`config.mk`:
```
export PLATFORM = sky130hd
export DESIGN_NAME = mio_motion_io
export DESIGN_NICKNAME = d
export VERILOG_FILES = /design/src/design/mio_pkg.sv /design/src/design/mio_sync_if.sv /design/src/design/mio_motion_io.sv /design/src/design/mio_sync.sv
export SDC_FILE = /design/constraint.sdc
export NUM_CORES = 1
export LEC_CHECK = 0
export BUFFER_PORTS_ARGS = -buffer_cell sky130_fd_sc_hd__buf_2
export CAP_MARGIN = 5
export CELL_PAD_IN_SITES_DETAIL_PLACEMENT = 0
export CELL_PAD_IN_SITES_GLOBAL_PLACEMENT = 1
export CORE_MARGIN = 1.5
export CORE_UTILIZATION = 30
export CTS_CLUSTER_DIAMETER = 30
export DETAILED_ROUTE_END_ITERATION = 7
export HOLD_SLACK_MARGIN = 0.02
export PLACE_DENSITY = 0.63
export SLEW_MARGIN = 40
export SYNTH_ARGS = -nofsm -noshare
export SYNTH_HDL_FRONTEND = slang
export SYNTH_SLANG_ARGS = --single-unit
```
`constraint.sdc`:
```
create_clock -name clock -period 5.5 [get_ports clock]
set_input_delay 1.1 -clock clock [delete_from_list [all_inputs] [get_ports clock]]
set_output_delay 1.1 -clock clock [all_outputs]
set_load 0.05 [all_outputs]
```
`src/design/mio_pkg.sv`:
```
// shared constants and types for the motion i/o block
package mio_pkg;
  // register bus geometry
  localparam int ADDR_W = 8;
  localparam int DATA_W = 32;
  localparam int ADC_W  = 12;

  // register byte offsets
  localparam logic [7:0] OFS_CTRL     = 8'h00;
  localparam logic [7:0] OFS_STATUS   = 8'h04;
  localparam logic [7:0] OFS_POS      = 8'h08;
  localparam logic [7:0] OFS_ENC      = 8'h0c;
  localparam logic [7:0] OFS_ADC      = 8'h10;
  localparam logic [7:0] OFS_MOVE     = 8'h14;
  localparam logic [7:0] OFS_IRQ_STAT = 8'h18;
  localparam logic [7:0] OFS_IRQ_CLR  = 8'h1c;
  localparam logic [7:0] OFS_IRQ_EN   = 8'h20;

  // control register fields
  localparam int CB_LEFT_EN  = 0;
  localparam int CB_RIGHT_EN = 1;
  localparam int CB_GEN_PU   = 2;
  localparam int CB_HOME_PU  = 3;
  localparam int CB_OD_ON    = 4;
  localparam int CB_DRV_MODE = 5;
  localparam int CB_INTERP   = 6;
  localparam int CB_ENC_EN   = 7;
  localparam int CB_MS_LSB   = 8;
  localparam int MS_W        = 4;
  localparam int CTRL_W      = 12;
  localparam logic [CTRL_W-1:0] CTRL_RESET = 12'h084;
  localparam logic [MS_W-1:0]   MS_SHIFT_MAX = 4'h8;

  // move register fields
  localparam int MOVE_GO  = 0;
  localparam int MOVE_DIR = 1;

  // synchroniser lanes
  localparam int SY_LEFT  = 0;
  localparam int SY_RIGHT = 1;
  localparam int SY_HOME  = 2;
  localparam int SY_ENCA  = 3;
  localparam int SY_ENCB  = 4;
  localparam int SY_PAD   = 5;
  localparam int SYNC_W   = 6;

  // interrupt event bits
  localparam int IRQ_LEFT    = 0;
  localparam int IRQ_RIGHT   = 1;
  localparam int IRQ_ENC_ERR = 2;
  localparam int IRQ_ADC     = 3;
  localparam int IRQ_RESTORE = 4;
  localparam int IRQ_OVR     = 5;
  localparam int IRQ_W       = 6;

  // timing
  localparam int CLK_MHZ          = 200;
  localparam int PAD_SETTLE_NS    = 1000;
  localparam int PAD_SETTLE_CYC   = (PAD_SETTLE_NS * CLK_MHZ + 999) / 1000;
  localparam int LED_SLOW_HALF_MS = 500;
  localparam int LED_FAST_HALF_MS = 100;
  localparam int LED_SLOW_HALF_CYC = LED_SLOW_HALF_MS * CLK_MHZ * 1000;
  localparam int LED_FAST_HALF_CYC = LED_FAST_HALF_MS * CLK_MHZ * 1000;
  localparam int STEP_MAX_HZ      = 20000;

  // power-on sequence
  typedef enum logic [1:0] {
    BOOT_PADWAIT,
    BOOT_RESTORE,
    BOOT_NORMAL
  } mio_boot_t;
endpackage : mio_pkg

```
`src/design/mio_sync_if.sv`:
```
// bundle between the pin synchroniser and its user
`timescale 1ns/1ps
interface mio_sync_if;
  logic [mio_pkg::SYNC_W-1:0] rawIn;  // pin levels, asynchronous
  logic [mio_pkg::SYNC_W-1:0] synced; // levels after two flops
  modport sync_mp (input rawIn, output synced);
  modport user_mp (output rawIn, input synced);
endinterface : mio_sync_if

```
`src/design/mio_motion_io.sv`:
```
// motion i/o top: limits, step/dir, encoder, adc, leds, restore
//
// Added by the designer: the placing of the registers and the plain strobed port.
`timescale 1ns/1ps
module mio_motion_io #(
  parameter int unsigned SLOW_HALF_CYC = mio_pkg::LED_SLOW_HALF_CYC,
  parameter int unsigned FAST_HALF_CYC = mio_pkg::LED_FAST_HALF_CYC
) (
  input  logic                        clock,
  input  logic                        srst,
  input  logic [mio_pkg::ADDR_W-1:0]  regAddr,
  input  logic [mio_pkg::DATA_W-1:0]  regWdata,
  input  logic                        regWr,
  input  logic                        regRd,
  output logic [mio_pkg::DATA_W-1:0]  regRdata,
  input  logic                        stopLeftStepIn,
  input  logic                        stopRightDirIn,
  input  logic                        analogHomeInput,
  input  logic                        generalInputAEnc,
  input  logic                        generalInputBEnc,
  output logic                        adcStart,
  input  logic [mio_pkg::ADC_W-1:0]   adcData,
  input  logic                        adcDone,
  output logic                        genPullupEn,
  output logic                        homePullupEn,
  output logic                        openDrainOutput,
  output logic                        openDrainOutputOeN,
  output logic                        padClkOut,
  output logic                        padClkOeN,
  input  logic                        padDioIn,
  output logic                        nvmRestoreReq,
  input  logic                        nvmRestoreDone,
  input  logic                        fwValid,
  input  logic                        fwUpdate,
  output logic                        drvStep,
  output logic                        drvDir,
  output logic [mio_pkg::DATA_W-1:0]  position,
  output logic                        greenLed,
  output logic                        redLed,
  output logic                        irq
);
  import mio_pkg::*;

  // pin synchroniser
  mio_sync_if syncBus ();
  assign syncBus.rawIn = {padDioIn, generalInputBEnc, generalInputAEnc,
                          analogHomeInput, stopRightDirIn, stopLeftStepIn};
  mio_sync u_sync (
    .clock (clock),
    .srst  (srst),
    .bus   (syncBus)
  );

  logic leftIn;  // stop left or step, synchronised
  logic rightIn; // stop right or direction, synchronised
  logic homeIn;  // home level, synchronised
  logic encA;    // encoder channel a
  logic encB;    // encoder channel b
  logic padIn;   // programming pad sense
  assign leftIn  = syncBus.synced[SY_LEFT];
  assign rightIn = syncBus.synced[SY_RIGHT];
  assign homeIn  = syncBus.synced[SY_HOME];
  assign encA    = syncBus.synced[SY_ENCA];
  assign encB    = syncBus.synced[SY_ENCB];
  assign padIn   = syncBus.synced[SY_PAD];

  // register state
  logic [CTRL_W-1:0] ctrl_reg;      // control fields
  logic [DATA_W-1:0] position_reg;  // position in 1/256 steps
  logic [DATA_W-1:0] encCount_reg;  // encoder count
  logic [ADC_W-1:0]  adcResult_reg; // last conversion
  logic              adcBusy_reg;   // conversion running
  logic              adcStart_reg;  // start pulse to converter
  logic [IRQ_W-1:0]  irqStat_reg;   // sticky events
  logic [IRQ_W-1:0]  irqStat_next;  // events after this cycle
  logic [IRQ_W-1:0]  irqEn_reg;     // event enables
  logic              irq_reg;       // interrupt level
  logic [DATA_W-1:0] rdata_reg;     // read data, one cycle late
  mio_boot_t         boot_reg;      // power-on sequence state
  logic [7:0]        settle_reg;    // pad settle counter
  logic              restored_reg;  // defaults were restored

  // address decode
  logic wrCtrl, wrPos, wrEnc, wrAdc, wrMove, wrClr, wrEn;
  assign wrCtrl = regWr && regAddr == OFS_CTRL;
  assign wrPos  = regWr && regAddr == OFS_POS;
  assign wrEnc  = regWr && regAddr == OFS_ENC;
  assign wrAdc  = regWr && regAddr == OFS_ADC;
  assign wrMove = regWr && regAddr == OFS_MOVE;
  assign wrClr  = regWr && regAddr == OFS_IRQ_CLR;
  assign wrEn   = regWr && regAddr == OFS_IRQ_EN;

  logic ctrlDrv, ctrlInterp, ctrlEnc;
  assign ctrlDrv    = ctrl_reg[CB_DRV_MODE];
  assign ctrlInterp = ctrl_reg[CB_INTERP];
  assign ctrlEnc    = ctrl_reg[CB_ENC_EN];

  // control register; a pad short forces factory values
  always_ff @(posedge clock) begin
    if (srst || boot_reg == BOOT_RESTORE) begin
      ctrl_reg <= CTRL_RESET;
    end else if (wrCtrl) begin
      ctrl_reg <= regWdata[CTRL_W-1:0];
    end
  end

  // pull-up and open-drain pins follow control bits
  logic genPu_reg, homePu_reg, odOeN_reg;
  always_ff @(posedge clock) begin
    if (srst) begin
      genPu_reg  <= CTRL_RESET[CB_GEN_PU];
      homePu_reg <= CTRL_RESET[CB_HOME_PU];
      odOeN_reg  <= 1'b1;
    end else begin
      genPu_reg  <= ctrl_reg[CB_GEN_PU];
      homePu_reg <= ctrl_reg[CB_HOME_PU];
      odOeN_reg  <= !ctrl_reg[CB_OD_ON];
    end
  end

  // microstep size; codes above the maximum are clamped
  logic [MS_W-1:0]   msShift;
  logic [DATA_W-1:0] stepInc;
  assign msShift = (ctrl_reg[CB_MS_LSB +: MS_W] > MS_SHIFT_MAX) ?
                   MS_SHIFT_MAX : ctrl_reg[CB_MS_LSB +: MS_W];
  assign stepInc = DATA_W'(1) << msShift;

  // step sources and limit gating
  logic stepPrev_reg;       // last step level for edge detect
  logic [8:0] pend_reg;     // interpolator units still to move
  logic pendDir_reg;        // interpolator direction
  logic drvEdge, swStep, stepFire, stepDir;
  logic leftBlock, rightBlock, stepBlocked, stepOk, overrun, unitMove;
  assign drvEdge  = ctrlDrv && leftIn && !stepPrev_reg;
  assign swStep   = wrMove && !ctrlDrv && regWdata[MOVE_GO];
  assign stepFire = drvEdge || swStep;
  assign stepDir  = ctrlDrv ? rightIn : regWdata[MOVE_DIR];
  // in driver mode the limit pins carry step/dir, so no gating
  assign leftBlock   = ctrl_reg[CB_LEFT_EN] && !ctrlDrv && leftIn;
  assign rightBlock  = ctrl_reg[CB_RIGHT_EN] && !ctrlDrv && rightIn;
  assign stepBlocked = stepDir ? rightBlock : leftBlock;
  // the interpolator takes one step at a time; at the rated step
  // rate it always drains long before the next edge
  assign overrun  = stepFire && pend_reg != '0;
  assign stepOk   = stepFire && !stepBlocked && !overrun &&
                    boot_reg == BOOT_NORMAL;
  assign unitMove = pend_reg != '0 &&
                    !(pendDir_reg ? rightBlock : leftBlock);

  // step edge history
  always_ff @(posedge clock) begin
    if (srst) begin
      stepPrev_reg <= 1'b0;
    end else begin
      stepPrev_reg <= leftIn;
    end
  end

  // interpolator spreads one coarse step into unit moves
  always_ff @(posedge clock) begin
    if (srst) begin
      pend_reg    <= '0;
      pendDir_reg <= 1'b0;
    end else if (stepOk && ctrlInterp) begin
      pend_reg    <= stepInc[8:0];
      pendDir_reg <= stepDir;
    end else if (unitMove) begin
      pend_reg    <= pend_reg - 9'h001;
    end
  end

  // position counter; a software write wins over motion
  always_ff @(posedge clock) begin
    if (srst) begin
      position_reg <= '0;
    end else if (wrPos) begin
      position_reg <= regWdata;
    end else if (stepOk && !ctrlInterp) begin
      position_reg <= stepDir ? position_reg + stepInc
                              : position_reg - stepInc;
    end else if (unitMove) begin
      position_reg <= pendDir_reg ? position_reg + DATA_W'(1)
                                  : position_reg - DATA_W'(1);
    end
  end

  // microstep pulses toward the driver stage
  logic drvStep_reg, drvDir_reg;
  always_ff @(posedge clock) begin
    if (srst) begin
      drvStep_reg <= 1'b0;
      drvDir_reg  <= 1'b0;
    end else begin
      drvStep_reg <= (stepOk && !ctrlInterp) || unitMove;
      if (stepOk) begin
        drvDir_reg <= stepDir;
      end
    end
  end

  // quadrature decoder, x4; a double change is an error
  logic [1:0] encPrev_reg; // {b, a} of last cycle
  logic [1:0] encCur, encChg;
  logic       encUp, encErr;
  assign encCur = {encB, encA};
  assign encChg = encCur ^ encPrev_reg;
  assign encUp  = !(encPrev_reg[0] ^ encCur[1]);
  assign encErr = ctrlEnc && encChg == 2'b11;
  always_ff @(posedge clock) begin
    if (srst) begin
      encPrev_reg  <= '0;
      encCount_reg <= '0;
    end else begin
      encPrev_reg <= encCur;
      if (wrEnc) begin
        encCount_reg <= regWdata;
      end else if (ctrlEnc && (encChg == 2'b01 || encChg == 2'b10)) begin
        encCount_reg <= encUp ? encCount_reg + DATA_W'(1)
                              : encCount_reg - DATA_W'(1);
      end
    end
  end

  // converter handshake; a start while busy is ignored
  always_ff @(posedge clock) begin
    if (srst) begin
      adcStart_reg  <= 1'b0;
      adcBusy_reg   <= 1'b0;
      adcResult_reg <= '0;
    end else begin
      adcStart_reg <= wrAdc && !adcBusy_reg;
      if (adcDone) begin
        adcBusy_reg   <= 1'b0;
        adcResult_reg <= adcData;
      end else if (wrAdc) begin
        adcBusy_reg <= 1'b1;
      end
    end
  end

  // power-on sequence: drive one pad low, sense the other
  logic padOeN_reg;     // clk pad drive enable, low drives
  logic restoreReq_reg; // request to the settings store
  always_ff @(posedge clock) begin
    if (srst) begin
      boot_reg       <= BOOT_PADWAIT;
      settle_reg     <= '0;
      padOeN_reg     <= 1'b0;
      restoreReq_reg <= 1'b0;
      restored_reg   <= 1'b0;
    end else begin
      unique case (boot_reg)
        BOOT_PADWAIT: begin
          settle_reg <= settle_reg + 8'h01;
          if (settle_reg == 8'(PAD_SETTLE_CYC - 1)) begin
            padOeN_reg <= 1'b1;
            if (!padIn) begin
              boot_reg       <= BOOT_RESTORE;
              restoreReq_reg <= 1'b1;
            end else begin
              boot_reg <= BOOT_NORMAL;
            end
          end
        end
        BOOT_RESTORE: begin
          if (nvmRestoreDone) begin
            boot_reg       <= BOOT_NORMAL;
            restoreReq_reg <= 1'b0;
            restored_reg   <= 1'b1;
          end
        end
        BOOT_NORMAL: begin
          boot_reg <= BOOT_NORMAL;
        end
      endcase
    end
  end

  // led divider: one-cycle tick at each half period
  logic [31:0] ledCnt_reg;
  logic        ledPhase_reg;
  logic [31:0] halfCyc;
  logic        ledTick;
  assign halfCyc = (boot_reg == BOOT_RESTORE) ? 32'(FAST_HALF_CYC)
                                              : 32'(SLOW_HALF_CYC);
  assign ledTick = ledCnt_reg >= halfCyc - 32'h0000_0001;
  always_ff @(posedge clock) begin
    if (srst) begin
      ledCnt_reg   <= '0;
      ledPhase_reg <= 1'b0;
    end else if (ledTick) begin
      ledCnt_reg   <= '0;
      ledPhase_reg <= !ledPhase_reg;
    end else begin
      ledCnt_reg <= ledCnt_reg + 32'h0000_0001;
    end
  end

  // led pattern; restore outranks the firmware state
  logic green_reg, red_reg;
  always_ff @(posedge clock) begin
    if (srst) begin
      green_reg <= 1'b0;
      red_reg   <= 1'b0;
    end else if (boot_reg == BOOT_RESTORE) begin
      green_reg <= ledPhase_reg;
      red_reg   <= ledPhase_reg;
    end else if (boot_reg == BOOT_PADWAIT) begin
      green_reg <= 1'b0;
      red_reg   <= 1'b0;
    end else if (!fwValid || fwUpdate) begin
      green_reg <= 1'b1;
      red_reg   <= 1'b1;
    end else begin
      green_reg <= ledPhase_reg;
      red_reg   <= 1'b0;
    end
  end

  // interrupt events; a new event beats a clear in one cycle
  logic [IRQ_W-1:0] irqEv;
  assign irqEv[IRQ_LEFT]    = stepFire && !stepDir && leftBlock;
  assign irqEv[IRQ_RIGHT]   = stepFire && stepDir && rightBlock;
  assign irqEv[IRQ_ENC_ERR] = encErr;
  assign irqEv[IRQ_ADC]     = adcDone && adcBusy_reg;
  assign irqEv[IRQ_RESTORE] = boot_reg == BOOT_RESTORE && nvmRestoreDone;
  assign irqEv[IRQ_OVR]     = overrun;
  always_comb begin
    irqStat_next = irqStat_reg;
    if (wrClr) begin
      irqStat_next = irqStat_next & ~regWdata[IRQ_W-1:0];
    end
    irqStat_next = irqStat_next | irqEv;
  end
  always_ff @(posedge clock) begin
    if (srst) begin
      irqStat_reg <= '0;
      irqEn_reg   <= '0;
      irq_reg     <= 1'b0;
    end else begin
      irqStat_reg <= irqStat_next;
      if (wrEn) begin
        irqEn_reg <= regWdata[IRQ_W-1:0];
      end
      irq_reg <= |(irqStat_next & (wrEn ? regWdata[IRQ_W-1:0] : irqEn_reg));
    end
  end

  // read mux; unmapped and write-only offsets read zero
  logic [DATA_W-1:0] statusWord;
  assign statusWord = DATA_W'({restored_reg, boot_reg != BOOT_NORMAL,
                               adcBusy_reg, rightBlock, leftBlock,
                               encB, encA, homeIn, rightIn, leftIn});
  always_ff @(posedge clock) begin
    if (srst) begin
      rdata_reg <= '0;
    end else if (regRd) begin
      unique case (regAddr)
        OFS_CTRL:     rdata_reg <= DATA_W'(ctrl_reg);
        OFS_STATUS:   rdata_reg <= statusWord;
        OFS_POS:      rdata_reg <= position_reg;
        OFS_ENC:      rdata_reg <= encCount_reg;
        OFS_ADC:      rdata_reg <= DATA_W'(adcResult_reg);
        OFS_IRQ_STAT: rdata_reg <= DATA_W'(irqStat_reg);
        OFS_IRQ_EN:   rdata_reg <= DATA_W'(irqEn_reg);
        default:      rdata_reg <= '0;
      endcase
    end else begin
      rdata_reg <= '0;
    end
  end

  // outputs, each straight from a flop except the two pad data outputs, which are tied low
  assign regRdata           = rdata_reg;
  assign adcStart           = adcStart_reg;
  assign genPullupEn        = genPu_reg;
  assign homePullupEn       = homePu_reg;
  assign openDrainOutput    = 1'b0 & odOeN_reg;
  assign openDrainOutputOeN = odOeN_reg;
  assign padClkOut          = 1'b0 & padOeN_reg;
  assign padClkOeN          = padOeN_reg;
  assign nvmRestoreReq      = restoreReq_reg;
  assign drvStep            = drvStep_reg;
  assign drvDir             = drvDir_reg;
  assign position           = position_reg;
  assign greenLed           = green_reg;
  assign redLed             = red_reg;
  assign irq                = irq_reg;
endmodule : mio_motion_io

```
`src/design/mio_sync.sv`:
```
// two-flop synchroniser for all external input pins
`timescale 1ns/1ps
module mio_sync (
  input logic         clock,
  input logic         srst,
  mio_sync_if.sync_mp bus
);
  import mio_pkg::*;

  logic [SYNC_W-1:0] meta_reg;   // first stage, read only by second
  logic [SYNC_W-1:0] stable_reg; // second stage, safe to use

  // both stages clear to zero so pins read inactive right after reset
  always_ff @(posedge clock) begin
    if (srst) begin
      meta_reg   <= '0;
      stable_reg <= '0;
    end else begin
      meta_reg   <= bus.rawIn;
      stable_reg <= meta_reg;
    end
  end

  assign bus.synced = stable_reg;
endmodule : mio_sync

```
; Word-level counts from Yosys, hierarchy flattened
; Cells that the tools add are included.
; Widths: inputs -> output; s select.
[totals]
output_inout_bits = 77
elab_cells = 162
in_bits = 66
ff_bits = 213
[op_classes]
mux = 32
n_eq_ne = 18
n_reduce_logical = 62
n_shift = 1
magnitude_cmp = 2
add_sub_neg = 10
bitwise_logic = 7
[op_table]
columns = cell, n
row1 = $mux 32, 8
row2 = $pmux 32 s7, 1
row3 = $add 32x1->32 const B, 3
row4 = $sub 32x1->32 const B, 2
row5 = $add 32x32->32, 1
row6 = $eq 8x5->1 const B, 4
row7 = $ge 32x32->1, 1
row8 = $shl 1x4->32 const A, 1
row9 = $sub 32x32->32, 1
row10 = $logic_and 1x1->1, 31
row11 = $sub 27x1->28 const B, 1
row12 = $mux 27, 1
row13 = $mux 9, 2
row14 = $eq 8x4->1 const B, 2
row15 = $and 6x6->6, 2
row16 = $mux 1, 12
row17 = $mux 6, 2
row18 = $logic_not 1->1, 11
row19 = $reduce_bool 9->1, 1
row20 = $sub 9x1->9 const B, 1
row21 = $add 8x1->8 const B, 1
row22 = $eq 8x3->1 const B, 1
row23 = $eq 8x6->1 const B, 1
row24 = $eq 8x8->1 const B, 1
row25 = 22 further kinds, 40

; Depth between registers and ports, before layout
; Gate-level depths: netlist (run 1).
[depth]
depth_word = 12
depth_mapped = 21
mapped_depth_nobuf = 19

; Hierarchy
; Synthesis (run 1) repeated with hierarchy kept, for this count alone.
[hier_totals]
cells_unflattened = 1519
area_unflattened_um2 = 12266.8
[by_module_without_submodules]
columns = module, instances, seq_area_each_um2, area_per_inst_um2, cells_each
row1 = mio_motion_io, 1, 4023.9, 11900.2, 1494
row2 = mio_sync, 1, 240.2, 366.6, 25

; Worst setup path before layout (run 1)
; No wires, ideal clock.
[synth_timing]
kind = input to register
from = input regAddr[5] in the netlist's numbering
to = register position_reg[29], in the netlist position[29]
arrival_ns = 4.744
n_path_buf = 3
path_stages = 19
setup_ns = 0.103
setup_slack_ns = 0.652
t_required_ns = 5.397
cell_sequence = nor4b_2 -> nand4_1 -> o41ai_4 -> nand4b_2 -> nand2b_1 -> buf_2 -> clkbuf_1 -> nand2_1 -> ha_1 -> clkbuf_1 -> a21oi_1 -> o21ai_0 -> a311oi_1 -> o2111ai_1 -> a41oi_1 -> a21oi_1 -> mux2i_1 -> nor3_1 -> a2111oi_2
[synth_between]
elab_chain_cells = 12
word_cells_on_any_way = 16
cone_classes = eq/ne: 2 / mux: 2 / reduce/logical: 12
[synth_lines]
columns = element, line
row1 = start: declaration, mio_motion_io.sv:11  ; input logic [mio_pkg::ADDR_W-1:0] regAddr,
row2 = $eq 8x5->1, mio_motion_io.sv:89  ; assign wrMove = regWr && regAddr == OFS_MOVE;
row3 = $logic_and 1x1->1, mio_motion_io.sv:89
row4 = $logic_and 1x1->1 (2 in a row), mio_motion_io.sv:135  ; assign swStep = wrMove && !ctrlDrv && regWdata[MOVE_GO];
row5 = $logic_or 1x1->1, mio_motion_io.sv:136  ; assign stepFire = drvEdge || swStep;
row6 = $logic_and 1x1->1, mio_motion_io.sv:144  ; assign overrun = stepFire && pend_reg != '0;
row7 = $logic_not 1->1, mio_motion_io.sv:145  ; assign stepOk = stepFire && !stepBlocked && !overrun &&
row8 = $logic_and 1x1->1 (2 in a row), mio_motion_io.sv:145
row9 = $logic_and 1x1->1, mio_motion_io.sv:178  ; end else if (stepOk && !ctrlInterp) begin
row10 = $mux 32, mio_motion_io.sv:178
row11 = $mux 32, mio_motion_io.sv:176  ; end else if (wrPos) begin
row12 = end signal: assignment, mio_motion_io.sv:177  ; position_reg <= regWdata;
row13 = end signal: assignment, mio_motion_io.sv:179  ; position_reg <= stepDir ? position_reg + stepInc
row14 = end signal: assignment, mio_motion_io.sv:182  ; position_reg <= pendDir_reg ? position_reg + DATA_W'(1)
row15 = end: declaration, mio_motion_io.sv:69  ; logic [DATA_W-1:0] position_reg;
; Parallel ways exist; a longest one is shown, timed or not.
; A chain may end at the register's enable or synchronous reset.

; Worst setup path after layout (run 1)
; Same ends and word-level chain as after synthesis.

==> results.sh, run 1 <==
export IMPL_hp_class="register to register"
export IMPL_ys_ff_latch=213
export IMPL_die_h_um=206
export IMPL_clk_pin_slew_ps=50
export IMPL_portBuffers=140
export IMPL_setup_viol=0
export IMPL_yosysMostFrequentCell="nor2_1"
export IMPL_status="finished clean"
export IMPL_rsz0062_at_grt="false"
export IMPL_fmaxAchievable_ghz=0.202
export IMPL_ys_types=87
export IMPL_initial_core_util=0.304
export IMPL_firstDrtPassIters=5
export IMPL_synthTopCellsByCount="218 x nor2_1, 213 x dfxtp_1, 185 x nand2_1, 111 x a21oi_1, 78 x ha_1"
export IMPL_first_global_vias=11670
export IMPL_clk_insertion_delay_late_ps=570
export IMPL_first_iter_violations=954
export IMPL_min_period_ps=4940
export IMPL_ctsHtreeMaxLevel=3
export IMPL_grt_ovfl_total=0
export IMPL_gp_congestion=0.874
export IMPL_drive_gt1_frac=0.193
export IMPL_slowest_stage="ha_1"
export IMPL_async_flop_share=0
export IMPL_cts_resized=0
export IMPL_path_cells="buf_2, nor4b_2, nand4_1, o41ai_4, nand4b_2, nand2b_1, buf_4, nand2_1, ha_1, a21oi_1, o21ai_0, a311oi_1, o2111ai_1, a41oi_1, a21oi_1, mux2i_1, nor3_1, a2111oi_2"
export IMPL_ys_seq_area_frac=0.343
export IMPL_skew_ps=31.1
export IMPL_syn_avg_cell_area_sq_um=8.07
export IMPL_synth_top_cell_by_area="dfxtp_1"
export IMPL_critical_path_class="primary input to register"
export IMPL_cts_root_buf="clkbuf_16"
export IMPL_synth_cells=1540
export IMPL_slew_viol_final=0
export IMPL_viasPerCell=5.24
export IMPL_insertedDiodeCount=0
export IMPL_cts_tree="done"
export IMPL_final_util=0.395
export IMPL_ys_flop_type="dfxtp_1"
export IMPL_drv_cap=0
export IMPL_area_growth_pct=30.0
export IMPL_clock_sinks=213
export IMPL_power_density_mw_per_mm2=549
export IMPL_endpoint_kind="register"
export IMPL_die_w_um=206
export IMPL_grt_max_degree=60
export IMPL_cts_setup_buffers=0
export IMPL_wl_per_cell_um=18.5
export IMPL_grt_util_all_layers=0.198
export IMPL_rows=74
export IMPL_relSlewSlack=0.498
export IMPL_crit_path_start_kind="primary input"
export IMPL_critical_path_max_stage_delay_ps=400
export IMPL_synth_warnings=0
export IMPL_cp_top_family="compound AO/OA/AOI/OAI gates"
export IMPL_reg2reg_slack_ps=820
export IMPL_crit_buf_inv=2
export IMPL_cp_arrival_ps=5400
export IMPL_p_leak_nw=6.78
export IMPL_final_hold_violation_count=0
export IMPL_grt_pass1_wl_mm=65.4
export IMPL_wl_mm=42.5
export IMPL_critPathMostFrequentCell="a21oi_1"
export IMPL_required_ps=5950
export IMPL_cts_buffer_depth=3
export IMPL_drtAntennaViolNets=0
export IMPL_via_count=12050
export IMPL_drc=0
export IMPL_critPathMaxFanout=14
export IMPL_fillCellCount=4167
export IMPL_tns_ps=0
export IMPL_fin_nets=1859
export IMPL_hold_buffers=0
export IMPL_grt_antenna_before_repair=0
export IMPL_core_area_sq_mm=0.0408
export IMPL_ir_drop_mv=0.272
export IMPL_synth_edf_count=0
export IMPL_synth_area_top_cells="dfxtp_1 34%, ha_1 7.9%, nor2_1 6.6%, nand2_1 5.6%, a21oi_1 4.5%"
export IMPL_dieArea_sq_mm=0.0426
export IMPL_netlist_area_leader_share=0.343
export IMPL_syn_area_sq_mm=0.0124
export IMPL_cts_made_buffers=67
export IMPL_dpl_hpwl_mm=31.6
export IMPL_period_share=0.899
export IMPL_worst_slew_pin_slew_ps=753
export IMPL_pin_count=143
-- worst register-to-register path, stage by stage, from the launching register on --
cell,delay (ps)
dfxtp_1,330
nor3_1,370
nand4b_1,240
a211oi_1,340
nand4b_2,280
nand2b_1,240
buf_4,240
nand2_1,110
ha_1,400
a21oi_1,200
o21ai_0,130
a311oi_1,380
o2111ai_1,280
a41oi_1,380
a21oi_1,130
mux2i_1,160
nor3_1,70
a2111oi_2,280
-- stage by stage --
step	total power [mW]	cell area [sq um]	instances	hold WS, ps	worst slack [ps]
after floorplan	4.11	12400	1546	383	652
after global placement	4.89	13700	2175	423	115
after detailed placement	4.90	13800	2176	423	84.1
after CTS	8.94	16100	2298	433	654
after global routing	9.34	16100	2298	455	177
final	8.87	16100	2298	434	555
-- kinds of logic (layout without fill, tap and decap cells) --
group / count (synthesis) / count (layout) / share of synthesized area
AOI/OAI and AO/OA: 427 / 427 / 0.235
xor gates and xnor gates: 87 / 87 / 0.0613
adders and majority gates: 80 / 80 / 0.0818
buffers and inverters: 114 / 334 / 0.0402
DFF: 213 / 213 / 0.343
muxes: 29 / 29 / 0.0236
other: 2 / 8 / 0.000605
and+or+nand+nor: 588 / 588 / 0.214
-- cells in the final DEF, fill, tap and decap left out, types with 31 or more instances in the layout --
master,count
a211oi_1,31
a21oi_1,111
a22oi_1,39
buf_2,139
buf_4,41
clkbuf_16,67
dfxtp_1,213
ha_1,78
inv_1,32
nand2_1,185
nand3_1,36
nor2_1,218
nor3_1,31
o21ai_0,57
xnor2_1,48
xor2_1,38
-- final cells by class --
| class | count | area, sq um | share of cell area |
|---|---|---|---|
| repair buffers | 180 | 1000 | 0.0622 |
| multi-input cells | 1219 | 7710 | 0.477 |
| inverters | 32 | 120 | 0.00744 |
| clock buffers | 78 | 1790 | 0.111 |
| well taps | 532 | 666 | 0.0412 |
| clock inverters | 44 | 594 | 0.0368 |
| flip-flops and latches | 213 | 4260 | 0.264 |
-- where the power goes --
part	leakage [nW]	internal (mW)	switching, mW	total (mW)
Sequential	1.74	1.74	0.252	1.99
Combinational	3.90	1.10	1.79	2.89
Clock	1.15	2.78	1.21	3.99
-- worst paths after layout --
check / start / to / cells after the start
worst max-delay path: regAddr[5] / position[29] / 18
worst min-delay path: u_sync.meta_reg[5] / u_sync.bus.synced[5] / 1
worst max register to register: pend_reg[2] / position[29] / 17
worst min register to register: u_sync.meta_reg[5] / u_sync.bus.synced[5] / 1
-- metal layers --
| metal | global-route usage | vias to the layer above | wire [um] |
|---|---|---|---|
| met3 | 0.0416 | 82 | 2580 |
| met2 | 0.312 | 383 | 18900 |
| met4 | 0.0670 | 0 | 954 |
| met5 | 0 | - | 0 |
| met1 | 0.267 | 5653 | 20000 |
| li1 | - | 5932 | - |
Power figures use the tool's default switching activity.
==> run 2, diff against run 1 <==
Settings changed: PLACE_DENSITY 0.63 to 0.66.
Clock period 5.5 ns to 4 ns, I/O delays scaled along.
==> run 2 against run 1 <==
Against the previous run: the flow now finishes with violations (setup timing); setup slack got worse by 820 ps; via count rose by 6.1%; flip-flop and latch count is the same; count of clock-buffer cells in the layout is 13 lower; sequential power up 40%; core utilization grew 4.2 points; die area unchanged; register-to-register slack got worse by 940 ps; largest cell class unchanged; largest power group is now combinational cells.
==> results.sh, run 2 (synthesis results as in run 1) <==
export IMPL_drive_gt1_frac=0.297
export IMPL_grt_ovfl_total=0
export IMPL_dpl_hpwl_mm=33.6
export IMPL_slew_viol_final=0
export IMPL_path_cells="buf_8, nor4b_4, nand4_1, o41ai_4, nand4b_4, nand2b_1, buf_6, nand2_4, inv_6, buf_6, a31oi_4, ha_4, a21o_1, a211o_1, a31o_1, o211ai_1, a211o_1, nand3b_1, a2111oi_2, a311o_1, a21oi_2"
export IMPL_grt_pass1_wl_mm=69.9
export IMPL_cts_buffer_depth=3
export IMPL_grt_antenna_before_repair=1
export IMPL_final_cell_mix="214 x nor2_1, 213 x dfxtp_1, 193 x buf_4, 181 x nand2_1, 137 x buf_2"
export IMPL_drv_cap=0
export IMPL_fmaxAchievable_ghz=0.235
export IMPL_via_count=12784
export IMPL_clkPwrFrac=0.379
export IMPL_internal_power_mw=8.59
export IMPL_endpoint_kind="register"
export IMPL_first_global_vias=12531
export IMPL_clk_pin_slew_ps=50
export IMPL_cts_made_buffers=55
export IMPL_cts_tree="done"
export IMPL_hold_buffers=0
export IMPL_relSlewSlack=0.551
export IMPL_firstDrtPassIters=7
export IMPL_final_util=0.438
export IMPL_setup_viol=13
export IMPL_power_density_mw_per_mm2=754
export IMPL_grt_max_degree=46
export IMPL_place_area_sq_mm=0.0149
export IMPL_fin_nets=2013
export IMPL_slowest_stage="o41ai_4"
export IMPL_violations="setup timing"
export IMPL_p_leak_nw=7.60
export IMPL_crit_path_start_kind="primary input"
export IMPL_critPathMaxFanout=6
export IMPL_final_hold_violation_count=0
export IMPL_cts_root_buf="clkbuf_16"
export IMPL_comb_power_share=0.415
export IMPL_swShare=0.362
export IMPL_cp_top_family="compound AO/OA/AOI/OAI gates"
export IMPL_crit_buf_inv=4
export IMPL_gp_congestion=0.918
export IMPL_area_growth_pct=43.9
export IMPL_critical_path_class="primary input to register"
export IMPL_hp_class="primary input to register"
export IMPL_seqPwrFrac=0.206
export IMPL_power_switching_mw=4.88
export IMPL_worst_slew_pin_slew_ps=673
export IMPL_holdWs_ps=416
export IMPL_min_period_ps=4260
export IMPL_portBuffers=140
export IMPL_drtAntennaViolNets=0
export IMPL_ir_drop_mv=0.461
export IMPL_skew_ps=16.8
export IMPL_worst_slack_ps=-264
export IMPL_layout_commonest_cell="nor2_1"
export IMPL_dieArea_sq_mm=0.0426
export IMPL_status="finished, violations left"
export IMPL_core_area_sq_mm=0.0408
export IMPL_tns_ps=-1330
export IMPL_wl_per_cell_um=18.7
export IMPL_rsz0062_at_grt="true"
export IMPL_drc=0
export IMPL_clk_insertion_delay_late_ps=590
export IMPL_rows=74
export IMPL_cp_arrival_ps=4720
export IMPL_required_ps=4450
export IMPL_initial_core_util=0.304
export IMPL_die_h_um=206
export IMPL_wl_mm=45.7
export IMPL_grt_util_all_layers=0.212
export IMPL_power_total_mw=13.5
export IMPL_die_w_um=206
export IMPL_pin_count=143
export IMPL_first_iter_violations=796
export IMPL_period_share=1.07
export IMPL_fin_area_sq_mm=0.0179
export IMPL_ctsHtreeMaxLevel=2
export IMPL_clock_sinks=213
export IMPL_viasPerCell=5.23
export IMPL_critical_path_max_stage_delay_ps=480
[run 2: changes by cell type in the layout (fill, tap and decap cells not counted), sizes merged]
cell	previous run	this run
buf	180	346
diode	0	1
inv	41	35
clkbuf	78	65
clkinvlp	8	10
bufinv	9	16
clkinv	18	9
[run 2: layer usage]
metal / up-vias / wire, um / track usage / share of wire
li1: 6232 / - / - / -
met1: 6091 / 20000 / 0.268 / 0.44
met2: 385 / 21900 / 0.361 / 0.48
met3: 76 / 2720 / 0.0367 / 0.059
met4: 0 / 1070 / 0.0719 / 0.023
met5: - / 0 / 0 / 0
[run 2: path summary, 6_finish.rpt]
path / startpoint / depth (start not counted) / slack (ps) / end
min reg2reg: u_sync.meta_reg[2] / 1 / 430 / u_sync.bus.synced[2]
max reg2reg: pend_reg[2] / 22 / -120 / position[28]
max: regAddr[6] / 21 / -260 / position[28]
min: stopLeftStepIn / 2 / 420 / u_sync.meta_reg[0]
[run 2: power by group through the flow]
stage	clock (mW)	combinational (mW)	sequential (mW)
2_1_floorplan	0	2.71	3.07
3_3_place_gp	0	4.78	2.81
3_5_place_dp	0	4.82	2.81
4_1_cts	5.19	5.13	2.77
5_1_grt	5.30	6.08	2.80
6_report	5.11	5.59	2.78
[run 2: cell type report]
class | instances | area [sq um]
Antenna cell | 1 | 2.50
Clock buffer | 65 | 1470
Clock inverter | 38 | 686
Fill cell | 4014 | 23000
Inverter | 32 | 125
Multi-Input combinational cell | 1219 | 8340
Sequential cell | 213 | 4260
Tap cell | 532 | 666
Timing Repair Buffer | 346 | 2330
[run 2: what timing repair did]
| action | in CTS | in global routing |
|---|---|---|
| hold endpoints to repair | 0 | 0 |
| pin swaps | 46 | 41 |
| resized for setup | 42 | 62 |
| setup buffers | 23 | 11 |
| endpoints found under the setup margin | 17 | 24 |
[run 2: stage by stage]
step / cells / worst slack, ps
after global placement: 2314 / -824
final: 2446 / -264
after floorplan: 1546 / -467
after detailed placement: 2314 / -923
after CTS: 2436 / -133
after global routing: 2445 / -405
